$ cat src/twi_params.svh
// Constants of the two-wire slave
`ifndef TWI_PARAMS_SVH
`define TWI_PARAMS_SVH
`define TWI_ADDR_FIXED 2'h3
`define TWI_GCALL_ADDR 7'h00
`define TWI_BYTE_BITS 4'h8
`define TWI_MAX_BYTES 4'h8
`define TWI_SYNC_RESET 3'h7
`define TWI_FILT_LEN 2
`endif

$ cat src/twi_pkg.sv
// Types shared by the two-wire slave modules
package twi_pkg;
   typedef enum logic [2:0] {
      ST_IDLE = 3'b000,
      ST_ADDR = 3'b001,
      ST_AACK = 3'b011,
      ST_RX = 3'b010,
      ST_RACK = 3'b110,
      ST_TX = 3'b111,
      ST_TACK = 3'b101
   } bus_state_e;
   typedef struct packed {
      logic start;
      logic stop;
      logic rise;
      logic fall;
      logic sda;
   } line_ev_s;
   typedef struct packed {
      logic [7:0] data;
      logic general;
      logic first;
   } rx_byte_s;
endpackage

$ cat src/twi_line_sync.sv
// Pin synchroniser with agreement filter
`timescale 1ns/1ns
`default_nettype none
`include "twi_params.svh"
module twi_line_sync (
   input wire logic clk_i,
   input wire logic rst_b_i,
   input wire logic ce_i,
   input wire logic pin_i,
   output logic level_o
);
   logic [2:0] sync_q;
   always_ff @(posedge clk_i) begin
      if (!rst_b_i) begin
         sync_q <= `TWI_SYNC_RESET;
      end else if (ce_i) begin
         sync_q <= {sync_q[1:0], pin_i};
      end
   end
   // Only stages two and three are compared; a one-cycle spike never agrees
   always_ff @(posedge clk_i) begin
      if (!rst_b_i) begin
         level_o <= 1'b1;
      end else if (ce_i && (sync_q[1] == sync_q[2])) begin
         level_o <= sync_q[2];
      end
   end
endmodule
`default_nettype wire

$ cat src/twi_edge_detect.sv
// Start, stop and clock edge decoding
`timescale 1ns/1ns
`default_nettype none
module twi_edge_detect
   import twi_pkg::*;
(
   input wire logic clk_i,
   input wire logic rst_b_i,
   input wire logic ce_i,
   input wire logic scl_i,
   input wire logic sda_i,
   output twi_pkg::line_ev_s ev_o
);
   logic scl_q;
   logic sda_q;
   always_ff @(posedge clk_i) begin
      if (!rst_b_i) begin
         scl_q <= 1'b1;
         sda_q <= 1'b1;
      end else if (ce_i) begin
         scl_q <= scl_i;
         sda_q <= sda_i;
      end
   end
   always_comb begin
      ev_o.sda = sda_i;
      ev_o.rise = scl_i & ~scl_q;
      ev_o.fall = ~scl_i & scl_q;
      ev_o.start = scl_i & scl_q & sda_q & ~sda_i;
      ev_o.stop = scl_i & scl_q & ~sda_q & sda_i;
   end
endmodule
`default_nettype wire

$ cat src/twi_slave.sv
// Two-wire bus slave of the motor driver
//
// Behaviour
// - Data sampled only while clock high
// - Start and stop decoded with clock high
// - Busy from start to stop; restart same
// - Eight bits per byte, msb first
// - Release after byte; receiver pulls low
// - Slave may stretch clock when not ready
// - Unmatched address leaves data high
// - Refuse further data by not acknowledging
// - Master nack ends read; slave releases
// - First byte: address then direction bit
// - Direction zero write, one read
// - Compare address, pick receive or transmit
// - Address: fixed ones, nonvolatile, strap
// - Sample data on rising clock edge
// - Write keeps one direction to stop
// - Read uses retained register pointer
// - Any start resets the bus machine
// - Acknowledge general call address
// - Drive lines low or release only
// - Address byte bit layout
// - Spikes on data suppressed
`timescale 1ns/1ns
`default_nettype none
`include "twi_params.svh"
module twi_slave
   import twi_pkg::*;
#(
   parameter int MAX_BYTES = `TWI_MAX_BYTES
) (
   input wire logic CLK_I,
   input wire logic RST_B_I,
   input wire logic CE_I,
   input wire logic SCL_LINK_I,
   input wire logic SCL_I,
   input wire logic SDA_I,
   output logic SCL_O,
   output logic SCL_OE_O,
   output logic SDA_O,
   output logic SDA_OE_O,
   input wire logic [3:0] PROGRAMMED_ADDRESS_FIELD_I,
   input wire logic STRAP_ADDRESS_BIT_I,
   input wire logic RX_READY_I,
   input wire logic [7:0] TX_DATA_I,
   output twi_pkg::rx_byte_s RX_BYTE_O,
   output logic RX_VALID_O,
   output logic [7:0] POINTER_O,
   output logic TX_REQ_O,
   output logic BUSY_O
);
   import twi_pkg::*;

   if (MAX_BYTES < 1 || MAX_BYTES > 15) begin : g_max_check
      $error("MAX_BYTES out of range");
   end

   // -----------------------------------------------------------------
   // Link-clock domain: toggles on each rising bus clock edge; its synchronised copy is masked to zero at BUSY_O
   // -----------------------------------------------------------------
   logic link_tog_q;
   always_ff @(posedge SCL_LINK_I) begin
      if (!RST_B_I) begin
         link_tog_q <= 1'b0;
      end else begin
         link_tog_q <= ~link_tog_q;
      end
   end

   // -----------------------------------------------------------------
   // Pin synchronisation
   // -----------------------------------------------------------------
   logic scl_s;
   logic sda_s;
   logic tog_s;
   line_ev_s ev;
   twi_line_sync u_scl_sync (
      .clk_i(CLK_I),
      .rst_b_i(RST_B_I),
      .ce_i(CE_I),
      .pin_i(SCL_I),
      .level_o(scl_s)
   );
   twi_line_sync u_sda_sync (
      .clk_i(CLK_I),
      .rst_b_i(RST_B_I),
      .ce_i(CE_I),
      .pin_i(SDA_I),
      .level_o(sda_s)
   );
   twi_line_sync u_tog_sync (
      .clk_i(CLK_I),
      .rst_b_i(RST_B_I),
      .ce_i(CE_I),
      .pin_i(link_tog_q),
      .level_o(tog_s)
   );
   twi_edge_detect u_edge (
      .clk_i(CLK_I),
      .rst_b_i(RST_B_I),
      .ce_i(CE_I),
      .scl_i(scl_s),
      .sda_i(sda_s),
      .ev_o(ev)
   );

   // -----------------------------------------------------------------
   // Address
   // -----------------------------------------------------------------
   // Strap is caught after reset release, never under reset
   logic strap_q;
   logic strap_done_q;
   always_ff @(posedge CLK_I) begin
      if (!RST_B_I) begin
         strap_q <= 1'b0;
         strap_done_q <= 1'b0;
      end else if (CE_I && !strap_done_q) begin
         strap_q <= STRAP_ADDRESS_BIT_I;
         strap_done_q <= 1'b1;
      end
   end
   logic [6:0] own_addr;
   assign own_addr = {`TWI_ADDR_FIXED, PROGRAMMED_ADDRESS_FIELD_I, strap_q};

   function automatic logic addr_hit(input logic [6:0] a, input logic [6:0] own);
      addr_hit = (a == own) || (a == `TWI_GCALL_ADDR);
   endfunction

   // -----------------------------------------------------------------
   // Bus state machine
   // -----------------------------------------------------------------
   bus_state_e state_q;
   logic [3:0] bit_q;
   logic [7:0] shift_q;
   logic [3:0] nbytes_q;
   logic read_q;
   logic gcall_q;
   logic first_q;
   logic refuse_q;
   logic busy_q;
   logic sda_hold_q;
   logic stretch_q;
   logic [7:0] tx_q;
   logic master_ack_q;

   always_ff @(posedge CLK_I) begin
      if (!RST_B_I) begin
         busy_q <= 1'b0;
      end else if (CE_I) begin
         if (ev.start) begin
            busy_q <= 1'b1;
         end else if (ev.stop) begin
            busy_q <= 1'b0;
         end
      end
   end

   always_ff @(posedge CLK_I) begin
      if (!RST_B_I) begin
         state_q <= ST_IDLE;
         bit_q <= 4'h0;
         shift_q <= 8'h00;
         nbytes_q <= 4'h0;
         read_q <= 1'b0;
         gcall_q <= 1'b0;
         first_q <= 1'b0;
         refuse_q <= 1'b0;
         master_ack_q <= 1'b0;
      end else if (CE_I) begin
         if (ev.start) begin
            state_q <= ST_ADDR;
            bit_q <= 4'h0;
            nbytes_q <= 4'h0;
            refuse_q <= 1'b0;
         end else if (ev.stop) begin
            state_q <= ST_IDLE;
         end else begin
            case (state_q)
               ST_ADDR, ST_RX: begin
                  if (ev.rise) begin
                     shift_q <= {shift_q[6:0], ev.sda};
                     bit_q <= bit_q + 4'h1;
                  end else if (ev.fall && bit_q == `TWI_BYTE_BITS) begin
                     bit_q <= 4'h0;
                     if (state_q == ST_ADDR) begin
                        if (addr_hit(shift_q[7:1], own_addr)) begin
                           read_q <= shift_q[0];
                           gcall_q <= (shift_q[7:1] == `TWI_GCALL_ADDR);
                           first_q <= 1'b1;
                           state_q <= ST_AACK;
                        end else begin
                           state_q <= ST_IDLE;
                        end
                     end else begin
                        // Refuse when full or not ready
                        refuse_q <= (nbytes_q >= 4'(MAX_BYTES)) || !RX_READY_I;
                        state_q <= ST_RACK;
                     end
                  end
               end
               ST_AACK: begin
                  if (ev.fall) begin
                     state_q <= read_q ? ST_TX : ST_RX;
                  end
               end
               ST_RACK: begin
                  if (ev.fall) begin
                     first_q <= 1'b0;
                     nbytes_q <= nbytes_q + 4'h1;
                     state_q <= refuse_q ? ST_IDLE : ST_RX;
                  end
               end
               ST_TX: begin
                  if (ev.rise) begin
                     bit_q <= bit_q + 4'h1;
                  end else if (ev.fall && bit_q == `TWI_BYTE_BITS) begin
                     bit_q <= 4'h0;
                     state_q <= ST_TACK;
                  end
               end
               ST_TACK: begin
                  if (ev.rise) begin
                     master_ack_q <= ~ev.sda;
                  end else if (ev.fall) begin
                     state_q <= master_ack_q ? ST_TX : ST_IDLE;
                  end
               end
               default: begin
                  state_q <= ST_IDLE;
               end
            endcase
         end
      end
   end

   // -----------------------------------------------------------------
   // Transmit byte and pointer
   // -----------------------------------------------------------------
   always_ff @(posedge CLK_I) begin
      if (!RST_B_I) begin
         tx_q <= 8'hFF;
         POINTER_O <= 8'h00;
         TX_REQ_O <= 1'b0;
      end else if (CE_I) begin
         TX_REQ_O <= 1'b0;
         if ((state_q == ST_AACK && read_q && ev.fall) ||
             (state_q == ST_TACK && master_ack_q && ev.fall)) begin
            tx_q <= TX_DATA_I;
            TX_REQ_O <= 1'b1;
         end else if (state_q == ST_TX && ev.fall) begin
            tx_q <= {tx_q[6:0], 1'b1};
         end
         if (state_q == ST_RACK && ev.fall && first_q && !gcall_q && !refuse_q) begin
            POINTER_O <= shift_q;
         end
      end
   end

   // -----------------------------------------------------------------
   // Received bytes
   // -----------------------------------------------------------------
   always_ff @(posedge CLK_I) begin
      if (!RST_B_I) begin
         RX_BYTE_O <= '0;
         RX_VALID_O <= 1'b0;
      end else if (CE_I) begin
         RX_VALID_O <= 1'b0;
         // General call byte delivered as action
         if (state_q == ST_RACK && ev.fall && !refuse_q) begin
            RX_BYTE_O <= '{data: shift_q, general: gcall_q, first: first_q};
            RX_VALID_O <= 1'b1;
         end
      end
   end

   // -----------------------------------------------------------------
   // Line drivers
   // -----------------------------------------------------------------
   always_ff @(posedge CLK_I) begin
      if (!RST_B_I) begin
         sda_hold_q <= 1'b0;
      end else if (CE_I) begin
         // Ack low, data driven in clock low
         if (ev.start || ev.stop) begin
            sda_hold_q <= 1'b0;
         end else if (ev.fall) begin
            if (state_q == ST_ADDR && bit_q == `TWI_BYTE_BITS) begin
               sda_hold_q <= addr_hit(shift_q[7:1], own_addr);
            end else if (state_q == ST_RX && bit_q == `TWI_BYTE_BITS) begin
               sda_hold_q <= (nbytes_q < 4'(MAX_BYTES)) && RX_READY_I;
            end else if (state_q == ST_AACK && read_q) begin
               sda_hold_q <= ~TX_DATA_I[7];
            end else if (state_q == ST_TACK && master_ack_q) begin
               sda_hold_q <= ~TX_DATA_I[7];
            end else if (state_q == ST_TX && bit_q != `TWI_BYTE_BITS) begin
               sda_hold_q <= ~tx_q[6];
            end else begin
               sda_hold_q <= 1'b0;
            end
         end
      end
   end

   always_ff @(posedge CLK_I) begin
      if (!RST_B_I) begin
         stretch_q <= 1'b0;
      end else if (CE_I) begin
         // Hold clock low while not ready
         if (ev.start || ev.stop) begin
            stretch_q <= 1'b0;
         end else if (ev.fall && state_q == ST_RACK && !refuse_q) begin
            stretch_q <= !RX_READY_I;
         end else if (stretch_q && RX_READY_I) begin
            stretch_q <= 1'b0;
         end
      end
   end

   always_ff @(posedge CLK_I) begin
      if (!RST_B_I) begin
         SDA_O <= 1'b0;
         SDA_OE_O <= 1'b0;
         SCL_O <= 1'b0;
         SCL_OE_O <= 1'b0;
         BUSY_O <= 1'b0;
      end else if (CE_I) begin
         SDA_O <= 1'b0;
         SCL_O <= 1'b0;
         SDA_OE_O <= sda_hold_q;
         SCL_OE_O <= stretch_q;
         BUSY_O <= busy_q | (tog_s & 1'b0);
      end
   end
endmodule
`default_nettype wire

$ cat config.mk
export PLATFORM = sky130hd
export DESIGN_NAME = twi_slave
export DESIGN_NICKNAME = d
export VERILOG_FILES = /design/src/twi_pkg.sv /design/src/twi_line_sync.sv /design/src/twi_edge_detect.sv /design/src/twi_slave.sv
export VERILOG_INCLUDE_DIRS = /design/src
export SDC_FILE = /design/constraint.sdc
export NUM_CORES = 1
export LEC_CHECK = 0
export BUFFER_PORTS_ARGS = -buffer_cell sky130_fd_sc_hd__buf_2
export CAP_MARGIN = 30
export CORE_MARGIN = 1
export CORE_UTILIZATION = 35
export DETAILED_ROUTE_END_ITERATION = 8
export PLACE_DENSITY = 0.59
export SLEW_MARGIN = 0
export SYNTH_ARGS = -nofsm -noshare
export SYNTH_HDL_FRONTEND = slang
export SYNTH_SLANG_ARGS = --single-unit
$ cat constraint.sdc
create_clock -name CLK_I -period 1.6 [get_ports CLK_I]
set_input_delay 0.08 -clock CLK_I [delete_from_list [all_inputs] [get_ports CLK_I]]
set_output_delay 0.08 -clock CLK_I [all_outputs]
set_load 0.02 [all_outputs]
### Yosys cells after proc, flatten, opt, wreduce, memory -nomap -nowiden

Index checks and enable logic that the tools add are counted.

| word-level totals | value |
|---|---|
| register bits after elaboration | 69 |
| input port bits | 20 |
| output and inout bits | 25 |
| word-level logic and storage cells | 185 |

| operators by class | value |
|---|---|
| add/sub/neg operators | 2 |
| order comparisons | 2 |
| eq/ne operators | 27 |
| multiplexer cells | 53 |
| bitwise operators | 16 |
| reduce and logical (&&, ||, !) cells | 55 |

Operators with widths:

| cell | count |
|---|---|
| 3-bit 2-to-1 mux | 13 |
| 4-bit 2-to-1 mux | 9 |
| 4-bit inequality test, second input constant | 9 |
| 1-bit 2-to-1 mux | 25 |
| 1-bit logical AND | 19 |
| 9-bit AND reduction | 2 |
| 2-bit nonzero test | 9 |
| 3-bit one-hot mux with 5 select lines | 1 |
| 7-bit 2-to-1 mux | 2 |
| 2-bit inequality test, second input constant | 6 |
| 2-bit AND reduction | 6 |
| 5-bit AND reduction | 2 |
| 3-bit equality test, second input constant | 3 |
| 1-bit inverter | 9 |
| 4-bit by 1-bit adder with 4-bit output, second input constant | 2 |
| 4-bit AND reduction | 2 |
| 8-bit AND reduction | 1 |
| 1-bit AND | 7 |
| 7-bit equality test | 1 |
| 7-bit zero test | 1 |
| 3-bit by 2-bit equality test with 1-bit output, second input constant | 2 |
| 6-bit AND reduction | 1 |
| 3-bit nonzero test | 2 |
| 4-bit equality test, second input constant | 1 |
| 11 further kinds | 20 |

### Logic depth before layout (Yosys ltp)

| logic depth | value |
|---|---|
| word-level depth | 9 |
| mapped depth | 7 |
| mapped depth without buffers | 7 |

### Modules after synthesis

From an unflattened synthesis, not the netlist that was laid out.

| second synthesis, totals | value |
|---|---|
| cells, all modules | 364 |
| area, all modules | 3347.0 um^2 |

Modules (own cells, without submodules):

| module | instances | cells an instance | area each (um^2) |
|---|---|---|---|
| twi_slave | 1 | 324 | 2937.8 |
| twi_line_sync | 2 | 14 | 142.6 |
| twi_edge_detect | 1 | 12 | 123.9 |

### Least setup slack after synthesis

OpenSTA, ideal clock, no wires.

| path | value |
|---|---|
| path kind | register -> register |
| from | reg state_q[0] |
| to | reg POINTER_O[3] |
| setup time | 128 ps |
| data arrival time | 1570 ps |
| required time | 1472 ps |
| slack | -98 ps |
| stages on the path, launching flop included | 8 |
| cells stage by stage | dfxtp_1 buf_2 and2b_1 nor4b_4 and3b_1 buf_6 mux2i_1 nor2_1 |

| between the ends | value |
|---|---|
| word-level cells in the longest chain between the ends | 6 |

Ends and longest elaborated chain:

| what | RTL line | RTL |
|---|---|---|
| from (decl) | twi_slave.sv:133 | `bus_state_e state_q;` |
| from (signal assigned) | twi_slave.sv:204 | `state_q <= read_q ? ST_TX : ST_RX;` |
| from (signal assigned) | twi_slave.sv:211 | `state_q <= refuse_q ? ST_IDLE : ST_RX;` |
| from (signal assigned) | twi_slave.sv:226 | `state_q <= master_ack_q ? ST_TX : ST_IDLE;` |
| 3-bit equality test | twi_slave.sv:254 | `if (state_q == ST_RACK && ev.fall && first_q && !gcall_q && !refuse_q) begin` |
| 1-bit logical AND (4 in a row) | twi_slave.sv:254 |  |
| 2-bit AND reduction (no line) | - |  |
| to (signal assigned) | twi_slave.sv:255 | `POINTER_O <= shift_q;` |
| to (decl) | twi_slave.sv:49 | `output logic [7:0] POINTER_O,` |

No other way between the ends.
A chain may end at the register's enable or synchronous reset.

### Final worst setup path

| path | value |
|---|---|
| from | reg u_scl_sync.level_o |
| to | reg POINTER_O[0] |

| between the ends | value |
|---|---|
| word-level cells in the longest chain between the ends | 7 |

Ends and longest elaborated chain:

| what | RTL line | RTL |
|---|---|---|
| from (decl) | twi_line_sync.sv:10 | `output logic level_o` |
| from (signal assigned) | twi_line_sync.sv:25 | `level_o <= sync_q[2];` |
| 1-bit inverter | twi_edge_detect.sv:28 | `ev_o.fall = ~scl_i & scl_q;` |
| 1-bit AND | twi_edge_detect.sv:28 |  |
| 1-bit logical AND (4 in a row) | twi_slave.sv:254 |  |
| 2-bit AND reduction (no line) | - |  |

No other way between the ends.

==> key figures <==
Placed design
  – Placed inst area: 0.00388 mm²
  – DP Cell Count: 542
  – Placer Congestion: 0.884
  – # port buffers: 41
  – Post-DP HPWL: 5640 µm

Final layout
  – # diodes: 0
  – Fin cells: 565
  – FF/Latch Area: 0.00139 mm²
  – Most frequent cells in the layout: dfxtp_1, nor2_1, buf_4
  – P&R area growth vs syn: 33.4%
  – Design area: 0.00431 mm²
  – Fill cell count: 828
  – Share of cells above drive strength 1: 33.3%
  – Most common cell after layout, fill and taps aside: dfxtp_1
  – Multi-input gate area: 0.00183 mm²
  – Layout Nets: 476

Timing
  – RSZ-0062 raised after global routing: true
  – Hold_ws: 0.0333 ns
  – Final Setup Violations: 5
  – Max Fclk: 0.618 GHz
  – Setup Skew: 0.0105 ns
  – Fin. max-slew vios: 0
  – Final Worst Setup Slack: -0.0169 ns
  – Final min period: 1.62 ns
  – Fin. Hold Viols: 0
  – Setup TNS: -0.0444 ns
  – Fin crit share: 101%

Global routing
  – Gr usage total: 17.8%
  – Vias in the first global route: 2,886
  – First-pass GRT wire length: 13,700 µm
  – M1 GR Usage: 22.6%
  – Gr busiest metal: met2
  – Initial antenna violation count: 0
  – GR Layer Usage met2: 29.1%
  – Pin count of the biggest net entering global routing: 42
  – Grt total ovfl: 0
  – GRT met3 Usage: 4.44%

Logic synthesis
  – Compound-cell area share of the yosys netlist: 12.1%
  – Post-synthesis cell type count: 53
  – Yosys reg bits: 69
  – Yosys warns: 0
  – XOR/XNOR share of the synthesized area: 2.71%
  – Syn Area/Cell: 8.90 µm²
  – Post-Synth Adder-Cell Area: 1.55%
  – Largest family of logic cells by synthesized area: simple AND/OR/NAND/NOR gates
  – Top FF cell, synth: dfxtp_1
  – Seq/Total Area, Yosys: 42.8%
  – Mux contribution to synthesized area: 14.0%
  – Number of flops mapped to enable cells by yosys: 0
  – Ys async rst share: 0%
  – Simple-gate share of the synthesized area: 21.7%
  – Syn Std Cell Area: 0.00323 mm²
  – Synth Instances: 363

CTS
  – CTS H-tree lvls: 3
  – Clk_lat worst skew: 0.35 ns
  – Clock Sinks: 69
  – TritonCTS clock tree: built
  – Clk pin slew, worst setup/hold paths: 0.08 ns
  – Root buf cell: clkbuf_8
  – CTS Buf Count: 9
  – Clock buffer depth: 2

Setup path
  – Type of origin of the critical path: flop
  – Worst Path Required: 1.83 ns
  – WS Path Type: reg -> reg
  – Arr. time, crit path: 1.84 ns
  – Setup crit end kind: flop
  – Crit-path max FO: 8

Floorplanning
  – # IOs: 45
  – DIE WIDTH: 98.1 µm
  – Initial Utilization: 36.5%
  – Core Region: 0.00885 mm²
  – Chip Height: 98.1 µm
  – Die area: 0.00962 mm²
  – Row cnt: 34

Detailed routing
  – Post-route DRC: 3
  – Total wire length: 7940 µm
  – DR vias: 2,838
  – Post-route antenna net violation count: 0
  – Initial DRC count: 95
  – Vias/cell: 5.02
  – Pre-antenna DRT Iters: 6
  – Drt wl/cell: 14.1 µm

Power and ir drop
  – Maximum vdd drop: 0.568 mV
  – Leak: 1.76 nW
  – Power Dens Cells: 777 mW/mm²

Hold path
  – Hold WC Path Type: in -> reg

Run status
  – Status: finished, violations left
  – Failing checks: design-rule violations, negative setup slack

Run
  – Max-capacitance violation count: 0
[synthesized netlist by cell type, types with 2 or more instances]
cell | n | area share [%]
a211o_1 | 2 | 0.54
a211oi_1 | 3 | 0.70
a21oi_1 | 21 | 3.3
a22oi_1 | 2 | 0.46
a31oi_1 | 3 | 0.58
and2b_1 | 2 | 0.46
buf_2 | 8 | 1.2
buf_4 | 3 | 0.70
clkbuf_1 | 11 | 1.3
dfxtp_1 | 69 | 43
ha_1 | 4 | 1.5
inv_1 | 12 | 1.4
mux2i_1 | 44 | 14
nand2_1 | 32 | 3.7
nand2b_1 | 7 | 1.4
nand3_1 | 11 | 1.7
nand3b_1 | 5 | 1.2
nand4_1 | 5 | 0.97
nand4b_1 | 4 | 1.1
nor2_1 | 49 | 5.7
nor2b_1 | 4 | 0.77
nor3_1 | 4 | 0.62
nor4_1 | 3 | 0.58
o211ai_1 | 7 | 1.6
o21ai_0 | 8 | 1.2
o22ai_1 | 4 | 0.77
or4_1 | 2 | 0.46
xnor2_1 | 4 | 1.1
xor2_1 | 6 | 1.6
[report_power, final]
part / total [mW] / switching (mW) / internal [mW]
Combinational: 0.149 / 0.0890 / 0.0603
Sequential: 1.73 / 0.00767 / 1.73
Clock: 1.47 / 0.730 / 0.737
Total: 3.35 / 0.827 / 2.52
[sequential cells by signal, summed over array words and instances, names as in the netlist, 3 cells and up]
signal and flops:
u_scl_sync.sync_q 3, RX_BYTE_O 10, nbytes_q 4, bit_q 4
POINTER_O 8, tx_q 7, u_sda_sync.sync_q 3, state_q 3
shift_q 8
[routing by layer]
metal / vias to the layer above / share of wire [%]
met2: 59 / 46
li1: 1443 / -
met4: 0 / 1.9
met1: 1320 / 48
met5: - / 0
met3: 16 / 3.9
[path summary, 6_finish.rpt]
check                                                      from                   endpoint  slack [ns]  depth (start not counted)
worst min register to register              busy_q$_SDFFE_PN0P_        busy_q$_SDFFE_PN0P_        0.47                          2
worst max-delay path            u_scl_sync.level_o$_SDFFE_PN1P_  POINTER_O[0]$_SDFFE_PN0P_       -0.02                          6
worst min-delay path                               TX_DATA_I[1]       tx_q[1]$_SDFFE_PN1P_        0.03                          3
worst max register to register  u_scl_sync.level_o$_SDFFE_PN1P_  POINTER_O[0]$_SDFFE_PN0P_       -0.02                          6
[critical path, stage by stage (launching register included)]
cell	delay, ns
dfxtp_2	0.33
nand3b_1	0.25
nor4b_4	0.31
and3b_2	0.24
buf_12	0.13
mux2i_1	0.19
nor2_1	0.05
[layout make-up]
cell class	instances	area share (%)
flip-flops and latches	69	32.3
clock buffers	10	2.96
well taps	108	3.13
inverters	13	1.13
clock inverters	6	1.65
repair buffers	100	16.4
multi-input cells	259	42.4
[logic make-up after synthesis]
group / after synthesis
adders and majority gates: 4
buffers and inverters: 36
other: 1
xor gates and xnor gates: 10
muxes: 45
AOI/OAI and AO/OA: 61
and+or+nand+nor: 137
DFF: 69
[repair_timing]
item / CTS / global route
hold buffers: 4 / 0
setup endpoints to repair: 18 / 33
gates resized for setup: 14 / 32
buffers inserted: 1 / 2
hold endpoints to repair: 4 / 0
pin swaps: 2 / 15
[per-stage QoR]
stage	utilization [%]	power, mW	setup slack [ns]
finish	48.7	3.35	-0.0169
global route	48.7	3.49	-0.115
CTS	47.4	3.39	-0.0328
detailed placement	43.8	1.91	-0.0958
global placement	43.8	1.91	-0.0233
floorplan	-	1.86	-0.0461
(Power assumes the default switching activity.)
